`config.mk`:
```
export PLATFORM = sky130hd
export DESIGN_NAME = sync_serial_channel
export DESIGN_NICKNAME = d
export VERILOG_FILES = /design/src/hw/sync_serial_pkg.sv /design/src/hw/sync2.sv /design/src/hw/sync_serial_channel.sv
export SDC_FILE = /design/constraint.sdc
export NUM_CORES = 1
export LEC_CHECK = 0
export BUFFER_PORTS_ARGS = -buffer_cell sky130_fd_sc_hd__buf_2
export CAP_MARGIN = 10
export CORE_AREA = 3 3 148 150
export CTS_BUF_LIST = sky130_fd_sc_hd__clkbuf_4
export DETAILED_ROUTE_END_ITERATION = 8
export DIE_AREA = 0 0 151 153
export PLACE_DENSITY = 0.68
export RECOVER_POWER = 50
export SLEW_MARGIN = 20
export SYNTH_ARGS = -nofsm -noshare
export SYNTH_HDL_FRONTEND = slang
export SYNTH_HIERARCHICAL = 1
export SYNTH_SLANG_ARGS = --single-unit
```
`constraint.sdc`:
```
create_clock -name clk -period 5.7 [get_ports clk]
set_input_delay 0.57 -clock clk [delete_from_list [all_inputs] [get_ports clk]]
set_output_delay 0.57 -clock clk [all_outputs]
set_load 0.1 [all_outputs]
```
`src/hw/sync_serial_pkg.sv`:
```
// Constants, register map and carrier types of the synchronous serial channel
package sync_serial_pkg;
  // ----------------------------------------------------------------
  // Register map (byte addresses, one 32-bit word each)
  // ----------------------------------------------------------------
  localparam int        ADR_W     = 5;
  localparam logic [4:0] OFS_CTRL  = 5'h00;
  localparam logic [4:0] OFS_BAUD  = 5'h04;
  localparam logic [4:0] OFS_TXBUF = 5'h08;
  localparam logic [4:0] OFS_RXBUF = 5'h0c;
  localparam logic [4:0] OFS_STAT  = 5'h10;
  localparam logic [4:0] OFS_CLR   = 5'h14;
  localparam logic [4:0] OFS_IEN   = 5'h18;

  // ----------------------------------------------------------------
  // Widths and reset values
  // ----------------------------------------------------------------
  localparam int          DATA_W    = 16;
  localparam int          LEN_W     = 4;
  localparam int          BAUD_W    = 16;
  localparam int          ECNT_W    = 5;
  localparam int          GAP_W     = 18;
  localparam logic [3:0]  LEN_MIN_M1 = 4'h1;
  localparam logic [15:0] BAUD_RST  = 16'h0000;
  localparam logic [15:0] ONES16    = 16'hffff;
  localparam int          STAT_BUSY = 8;
  localparam int          STAT_TXF  = 9;
  localparam int          STAT_RXF  = 10;

  // ----------------------------------------------------------------
  // Carrier types
  // ----------------------------------------------------------------
  typedef struct packed {
    logic             pin_swap;   // Bit 11: swap data pin roles
    logic             half;       // Bit 10: half duplex
    logic             loopback;   // Bit 9
    logic             enable;     // Bit 8
    logic             master;     // Bit 7
    logic             cpha;       // Bit 6
    logic             cpol;       // Bit 5
    logic             msb_first;  // Bit 4
    logic [LEN_W-1:0] len_m1;     // Bits 3:0: bits per character - 1
  } ctrl_s;
  localparam int    CTRL_W   = 12;
  localparam ctrl_s CTRL_RST = '0;

  typedef struct packed {
    logic baud_err;
    logic phase_err;
    logic rx_err;
    logic tx_err;
    logic rx_full;
    logic tx_empty;
  } evt_s;
  localparam int EVT_W = 6;

  typedef enum logic [1:0] {
    ST_IDLE = 2'b00,
    ST_RUN  = 2'b01,
    ST_DONE = 2'b11
  } eng_e;
endpackage : sync_serial_pkg

```
`src/hw/sync2.sv`:
```
// Two-flop synchroniser for one pin input
`timescale 1ns/10ps
`default_nettype none
module sync2 (
  input  wire logic clk,   // System clock
  input  wire logic rstn,  // Async reset, active low
  input  wire logic d,     // Asynchronous input
  output logic      q      // Synchronised level
);
  logic meta_q;

  // First flop is read only by the second
  always_ff @(posedge clk or negedge rstn) begin
    if (!rstn) begin
      meta_q <= 1'b0;
      q      <= 1'b0;
    end else begin
      meta_q <= d;
      q      <= meta_q;
    end
  end
endmodule : sync2
`default_nettype wire

```
`src/hw/sync_serial_channel.sv`:
```
// Synchronous serial channel with Wishbone register slave
`timescale 1ns/10ps
`default_nettype none
module sync_serial_channel
  import sync_serial_pkg::*;
(
  input  wire logic              clk,       // System clock, 100 MHz
  input  wire logic              rstn,      // Async reset, active low
  input  wire logic              wb_cyc_i,  // Bus cycle
  input  wire logic              wb_stb_i,  // Strobe
  input  wire logic              wb_we_i,   // Write enable
  input  wire logic [ADR_W-1:0]  wb_adr_i,  // Byte address
  input  wire logic [3:0]        wb_sel_i,  // Byte enables
  input  wire logic [31:0]       wb_dat_i,  // Write data
  output logic      [31:0]       wb_dat_o,  // Read data
  output logic                   wb_ack_o,  // Acknowledge
  input  wire logic              sclk_i,    // Clock pin in
  output logic                   sclk_o,    // Clock pin out
  output logic                   sclk_oe,   // Clock pin drive
  input  wire logic              dat_a_i,   // Data pin a in
  output logic                   dat_a_o,   // Data pin a out
  output logic                   dat_a_oe,  // Data pin a drive
  input  wire logic              dat_b_i,   // Data pin b in
  output logic                   dat_b_o,   // Data pin b out
  output logic                   dat_b_oe,  // Data pin b drive
  output logic                   irq_tx,    // Transmit interrupt
  output logic                   irq_rx,    // Receive interrupt
  output logic                   irq_err,   // Error interrupt
  output logic                   irq        // Any enabled event
);
  // ----------------------------------------------------------------
  // Pin synchronisers
  // ----------------------------------------------------------------
  logic sclk_s, dat_a_s, dat_b_s;

  sync2 u_sync_sclk (.clk(clk), .rstn(rstn), .d(sclk_i),  .q(sclk_s));
  sync2 u_sync_a    (.clk(clk), .rstn(rstn), .d(dat_a_i), .q(dat_a_s));
  sync2 u_sync_b    (.clk(clk), .rstn(rstn), .d(dat_b_i), .q(dat_b_s));

  // ----------------------------------------------------------------
  // State
  // ----------------------------------------------------------------
  ctrl_s              ctrl_q, ctrl_d;
  logic [BAUD_W-1:0]  baud_q, baud_d;
  logic [DATA_W-1:0]  txbuf_q, txbuf_d;
  logic [DATA_W-1:0]  rxbuf_q, rxbuf_d;
  logic [DATA_W-1:0]  txs_q, txs_d;
  logic [DATA_W-1:0]  rxs_q, rxs_d;
  logic               txf_q, txf_d;
  logic               rxf_q, rxf_d;
  evt_s               evt_q, evt_d;
  evt_s               ien_q, ien_d;
  eng_e               st_q, st_d;
  logic [ECNT_W-1:0]  ecnt_q, ecnt_d;
  logic [BAUD_W-1:0]  bcnt_q, bcnt_d;
  logic [GAP_W-1:0]   gap_q, gap_d;
  logic               sclk_q, sclk_d;
  logic               sprev_q, din_prev_q;
  logic               ack_q, ack_d;
  logic [31:0]        rdat_q, rdat_d;

  // ----------------------------------------------------------------
  // Derived signals
  // ----------------------------------------------------------------
  logic [LEN_W-1:0]   len_m1;
  logic               out_bit, din_pin, din, sedge, busy;
  logic               req, wr_go, rd_go;
  logic [31:0]        wmask, wval;
  logic [GAP_W-1:0]   gap_max;

  // Length below two bits is raised to two
  assign len_m1  = (ctrl_q.len_m1 < LEN_MIN_M1) ? LEN_MIN_M1 : ctrl_q.len_m1;
  assign out_bit = ctrl_q.msb_first ? txs_q[len_m1] : txs_q[0];
  assign din_pin = ctrl_q.pin_swap ? dat_a_s : dat_b_s;
  assign din     = ctrl_q.loopback ? out_bit : din_pin;
  assign sedge   = sclk_s ^ sprev_q;                   // Slave clock edge seen
  assign busy    = (st_q != ST_IDLE);
  assign gap_max = {1'b0, baud_q, 1'b1} + {{(GAP_W-1){1'b0}}, 1'b1};

  // Bus decode
  assign req   = wb_cyc_i & wb_stb_i;
  assign wr_go = req & wb_we_i & ack_q;
  assign rd_go = req & ~wb_we_i & ack_q;
  assign wmask = {{8{wb_sel_i[3]}}, {8{wb_sel_i[2]}}, {8{wb_sel_i[1]}}, {8{wb_sel_i[0]}}};

  // ----------------------------------------------------------------
  // Pins and interrupts
  // ----------------------------------------------------------------
  // Clock pin is driven only by a master
  assign sclk_o   = sclk_q;
  assign sclk_oe  = ctrl_q.enable & ctrl_q.master;
  // Half duplex releases the data line between frames to share it
  assign dat_a_o  = out_bit;
  assign dat_b_o  = out_bit;
  assign dat_a_oe = ctrl_q.enable & ~ctrl_q.pin_swap & (~ctrl_q.half | busy);
  assign dat_b_oe = ctrl_q.enable & ctrl_q.pin_swap & (~ctrl_q.half | busy);
  assign irq_tx   = evt_q.tx_empty & ien_q.tx_empty;
  assign irq_rx   = evt_q.rx_full & ien_q.rx_full;
  assign irq_err  = |({evt_q.baud_err, evt_q.phase_err, evt_q.rx_err, evt_q.tx_err}
                      & {ien_q.baud_err, ien_q.phase_err, ien_q.rx_err, ien_q.tx_err});
  assign irq      = |(evt_q & ien_q);
  assign wb_ack_o = ack_q;
  assign wb_dat_o = rdat_q;

  // ----------------------------------------------------------------
  // Bus answer: one wait state, data registered with ack
  // ----------------------------------------------------------------
  always_comb begin
    ack_d  = req & ~ack_q;
    rdat_d = rdat_q;
    if (req & ~ack_q) begin
      rdat_d = 32'h0000_0000;    // Unmapped reads return zero
      case (wb_adr_i)
        OFS_CTRL:  rdat_d[CTRL_W-1:0] = ctrl_q;
        OFS_BAUD:  rdat_d[BAUD_W-1:0] = baud_q;
        OFS_TXBUF: rdat_d[DATA_W-1:0] = txbuf_q;
        OFS_RXBUF: rdat_d[DATA_W-1:0] = rxbuf_q;
        OFS_STAT: begin
          rdat_d[EVT_W-1:0] = evt_q;
          rdat_d[STAT_BUSY] = busy;
          rdat_d[STAT_TXF]  = txf_q;
          rdat_d[STAT_RXF]  = rxf_q;
        end
        OFS_IEN:   rdat_d[EVT_W-1:0] = ien_q;
        default:   rdat_d = 32'h0000_0000;
      endcase
    end
  end

  always_ff @(posedge clk or negedge rstn) begin
    if (!rstn) begin
      ack_q  <= 1'b0;
      rdat_q <= 32'h0000_0000;
    end else begin
      ack_q  <= ack_d;
      rdat_q <= rdat_d;
    end
  end

  // ----------------------------------------------------------------
  // Registers, buffers and shift engine
  // ----------------------------------------------------------------
  always_comb begin
    logic edge_ev, lead, smp, clr_set, tx_wr;
    logic [EVT_W-1:0] clr;
    evt_s set;
    edge_ev = 1'b0;
    tx_wr   = 1'b0;
    lead    = 1'b0;
    smp     = 1'b0;
    clr_set = 1'b0;
    clr     = '0;
    set     = '0;
    wval    = (32'h0000_0000 & ~wmask) | (wb_dat_i & wmask);
    ctrl_d  = ctrl_q;
    baud_d  = baud_q;
    txbuf_d = txbuf_q;
    rxbuf_d = rxbuf_q;
    txs_d   = txs_q;
    rxs_d   = rxs_q;
    txf_d   = txf_q;
    rxf_d   = rxf_q;
    ien_d   = ien_q;
    st_d    = st_q;
    ecnt_d  = ecnt_q;
    bcnt_d  = bcnt_q;
    gap_d   = gap_q;
    sclk_d  = sclk_q;

    // Software writes with byte enables
    if (wr_go) begin
      case (wb_adr_i)
        OFS_CTRL: ctrl_d = ctrl_s'(({20'h00000, ctrl_q} & ~wmask) | wval);
        OFS_BAUD: baud_d = BAUD_W'(({16'h0000, baud_q} & ~wmask) | wval);
        OFS_TXBUF: begin
          txbuf_d = DATA_W'(({16'h0000, txbuf_q} & ~wmask) | wval);
          set.tx_err = txf_q;    // Overwrites an unsent character
          txf_d      = 1'b1;
          tx_wr      = 1'b1;
        end
        OFS_CLR: begin
          clr_set = 1'b1;
          clr     = wb_dat_i[EVT_W-1:0] & wmask[EVT_W-1:0];
        end
        OFS_IEN:  ien_d = evt_s'(({26'h0000000, ien_q} & ~wmask) | wval);
        default: ;
      endcase
    end
    if (rd_go && (wb_adr_i == OFS_RXBUF)) begin
      rxf_d = 1'b0;              // Reading the receive buffer frees it
    end

    // Idle slave shows the waiting character so its first bit is ready
    if ((st_q == ST_IDLE) && txf_q && !ctrl_q.master) begin
      txs_d = txbuf_q;
    end

    // Baud divider, counted in half bit periods
    if (busy && ctrl_q.master) begin
      if (bcnt_q == '0) begin
        bcnt_d  = baud_q;
        edge_ev = (st_q == ST_RUN);
      end else begin
        bcnt_d = bcnt_q - 1'b1;
      end
    end

    // Frame start, slave clock rate checks and frame end
    case (st_q)
      ST_IDLE: begin
        ecnt_d = '0;
        sclk_d = ctrl_q.cpol;    // Clock rests at idle level
        if (ctrl_q.enable && ctrl_q.master && txf_q) begin
          txs_d          = txbuf_q;
          txf_d          = tx_wr; // A write in the start cycle is kept, not lost
          set.tx_empty   = 1'b1;
          bcnt_d         = baud_q;
          st_d           = ST_RUN;
        end else if (ctrl_q.enable && !ctrl_q.master && sedge) begin
          edge_ev = 1'b1;        // Slave frame starts on first edge
          st_d    = ST_RUN;
          gap_d   = '0;
          if (txf_q) begin
            txs_d        = txbuf_q;
            txf_d        = tx_wr;
            set.tx_empty = 1'b1;
          end else begin
            set.tx_err   = 1'b1; // Nothing new to send
          end
        end
      end
      ST_RUN: begin
        if (!ctrl_q.master) begin
          edge_ev = sedge;
          gap_d   = sedge ? '0 : gap_q + 1'b1;
          // Clock slower than half the programmed rate
          if (gap_q == gap_max) begin
            set.baud_err = 1'b1;
          end
          // Clock faster than twice the programmed rate
          if (sedge && (gap_q < GAP_W'(baud_q >> 1))) begin
            set.baud_err = 1'b1;
          end
        end
      end
      ST_DONE: begin
        st_d    = ST_IDLE;
        if (!ctrl_q.msb_first) begin
          rxbuf_d = (rxs_q >> (4'hf - len_m1)) & (ONES16 >> (4'hf - len_m1));
        end else begin
          rxbuf_d = rxs_q & (ONES16 >> (4'hf - len_m1));
        end
        set.rx_err  = rxf_q;     // Previous character never read
        set.rx_full = 1'b1;
        rxf_d       = 1'b1;
      end
      default: st_d = ST_IDLE;
    endcase

    // One clock edge: sample on one, shift on the other
    if (edge_ev) begin
      lead   = ~ecnt_q[0];
      smp    = lead ^ ctrl_q.cpha;
      sclk_d = ~sclk_q;
      ecnt_d = ecnt_q + 1'b1;
      if (smp) begin
        rxs_d = ctrl_q.msb_first ? {rxs_q[DATA_W-2:0], din}
                                 : {din, rxs_q[DATA_W-1:1]};
        // Data moving at the latch edge is unreliable
        if (!ctrl_q.master && !ctrl_q.loopback && (din_pin != din_prev_q)) begin
          set.phase_err = 1'b1;
        end
      end else if (ecnt_q != '0) begin
        txs_d = ctrl_q.msb_first ? {txs_q[DATA_W-2:0], 1'b0}
                                 : {1'b0, txs_q[DATA_W-1:1]};
      end
      if (ecnt_q == {len_m1, 1'b1}) begin
        st_d   = ST_DONE;        // Last edge of the character
        sclk_d = ctrl_q.cpol;
      end
    end

    // Disabling the channel aborts any frame
    if (!ctrl_q.enable) begin
      st_d   = ST_IDLE;
      sclk_d = ctrl_q.cpol;
    end

    // Hardware set wins over software clear
    evt_d = evt_s'((evt_q & ~(clr_set ? clr : '0)) | set);
  end

  always_ff @(posedge clk or negedge rstn) begin
    if (!rstn) begin
      ctrl_q     <= CTRL_RST;
      baud_q     <= BAUD_RST;
      txbuf_q    <= '0;
      rxbuf_q    <= '0;
      txs_q      <= '0;
      rxs_q      <= '0;
      txf_q      <= 1'b0;
      rxf_q      <= 1'b0;
      evt_q      <= '0;
      ien_q      <= '0;
      st_q       <= ST_IDLE;
      ecnt_q     <= '0;
      bcnt_q     <= '0;
      gap_q      <= '0;
      sclk_q     <= 1'b0;
      sprev_q    <= 1'b0;
      din_prev_q <= 1'b0;
    end else begin
      ctrl_q     <= ctrl_d;
      baud_q     <= baud_d;
      txbuf_q    <= txbuf_d;
      rxbuf_q    <= rxbuf_d;
      txs_q      <= txs_d;
      rxs_q      <= rxs_d;
      txf_q      <= txf_d;
      rxf_q      <= rxf_d;
      evt_q      <= evt_d;
      ien_q      <= ien_d;
      st_q       <= st_d;
      ecnt_q     <= ecnt_d;
      bcnt_q     <= bcnt_d;
      gap_q      <= gap_d;
      sclk_q     <= sclk_d;
      sprev_q    <= sclk_s;
      din_prev_q <= din_pin;
    end
  end
endmodule : sync_serial_channel
`default_nettype wire

```
==> run metrics <==
outcome complete, but fails checks; failing checks capacitance limit, slew limit; Die Span Y 153 µm; Synth Register Bits 173; routed via count 8552; crit-path max FO 66; Hold WC Path Type in2reg; Primary FF master, synth dfrtp_1; dpl hpwl 20100 µm; fmax 276 MHz; maxcap violations 2; Finished Cell Area 10900 µm²; final worst slack 2.08 ns; Reg clk slew, reported paths 0.17 ns; TritonCTS buffer count 17; post-synth top area share 42.1%; unrepaired setup endpoints after global routing false; maximum VDD drop 132 µV; Seq/Total Area, Yosys 42.1%; CTS tree built; core area 20800 µm²; clock sink count 173; per-cell routed wire length 20.2 µm; Critical Path Start Type primary input; Initial Utilization 49.4%; global placement routability congestion 0.905; final std cells w/o fill 1395; Final ANT Viol Nets 0; starting DRC count in detailed routing 761; Area growth, synth to finish 6.38%; clock insertion delay at the later pin of the skew report 0.62 ns; distinct cell type count after synthesis 70; final number of setup-violating endpoints 0; Critical Path Sink Type asynchronous set/reset pin; htree depth 4; final WL 28200 µm; Post-DP Area 10600 µm²; synth warn 6; Die ar. 23100 µm²; synth cell count leaders dfrtp_1, nand2_1, o21ai_0; worst-margin pin slew 2.64 ns; setup bufs post-CTS 0; pwr/cell area 202 nW/µm²; largest net degree at the start of global routing 67; worst hold slack 0.0535 ns; Mapped Cells 1084; vias in the first global route 8260; setup_tns 0 ns; Mapped Avg Cell Area 9.48 µm²; reg2reg path depth 6; Nets 1174; DR pass1 iterations 7; # resized after CTS 0; asr flop ratio synth 100%; IO buf count 57; grt ovf 0; Tmin final 3.62 ns; r2r setup slk 2.52 ns; Setup CP Type in2async; most frequent cell after synthesis dfrtp_1; Core Util, Final 52.5%; Synth area leader dfrtp_1; vias per cell 6.13; first-pass GRT wire length 45200 µm; mapped cell area 10300 µm²; Max clock buf depth 2; pre-CTS setup slack 2.55 ns; max-slew violations 79; gr usage total 24.9%; Clock Skew 0.0260 ns; fraction of layout cells with a size suffix above 1 16.5%; Pleak 5.07 nW; Post-synth EDFFs 0; Die Width 151 µm; # rows 53; top cells by area, synth dfrtp_1, mux2_2, mux2i_1, o21ai_0, nand2_1; CP arrival 3.62 ns; CTS root buffer clkbuf_4; io pins 92; Slew HR -76.2%; Final Hold Fails 0; Min-Delay Path Depth 1; cell count after placement 1359; Tot Pwr 2.21 mW; DRC 0; Critical Path RT 5.70 ns; initial antenna violation count 1; Tcrit/Tclk final 63.5%
layout make-up:
class / count / area, µm²
timing repair buffer: 70 / 387
tap: 275 / 344
fill: 1971 / 9890
antenna: 2 / 5.00
clock buffer: 17 / 128
sequential: 173 / 4330
inverter: 31 / 116
clock inverter: 15 / 143
multi-input combinational: 812 / 5480
cells by family after synthesis:
family	count (synthesis)	synth area share, %
and+or+nand+nor	323	15.5
AOI/OAI and AO/OA	295	19.0
DFF	173	42.1
muxes	121	12.7
buffers and inverters	114	5.10
xor gates and xnor gates	37	3.15
adders and majority gates	20	2.43
other	1	0.0365
cell usage in the layout (no fill, tap or decap), drive strengths merged, types with 20 or more instances in the layout:
cell,count
a21o,21
ha,20
nor2,63
a21oi,69
nand3,29
nor3,23
dfrtp,173
nand2,107
o21ai,90
buf,66
inv,42
mux2,63
mux2i,57
metal layers:
layer  global-route usage, %  routed length (µm)  vias up
met4                    8.59                 770        0
met3                    4.30                1660       63
met5                       0                   0        -
met1                    34.8               12200     4213
met2                    39.3               13600      313
li1                        -                   -     3963
power by group:
| part | internal (mW) | leakage (nW) | total [mW] | switching, mW |
|---|---|---|---|---|
| Combinational | 0.0540 | 2.57 | 0.229 | 0.175 |
| Clock | 0.198 | 0.151 | 0.714 | 0.516 |
| Sequential | 1.24 | 2.35 | 1.27 | 0.0221 |
| Total | 1.50 | 5.07 | 2.21 | 0.713 |
final timing paths:
kind	startpoint	endpoint
worst max register to register	register	evt_q[4]
max in group clk	register	dat_b_o
worst min register to register	u_sync_sclk/meta_q	u_sync_sclk/q
min in group asynchronous	rstn	asynchronous set/reset pin
worst max-delay path	rstn	asynchronous set/reset pin
worst min-delay path	dat_b_i	u_sync_b/meta_q
what timing repair did:
item	in CTS	in global routing
hold endpoints to repair	64	1
endpoints found under the setup margin	0	0
hold buffers	1	1
worst max-delay path: stages:
cell and delay [ns]:
dlygate4sd3_1 0.56, buf_6 0.50, clkbuf_1 1.92
Power figures use the tool's default switching activity.
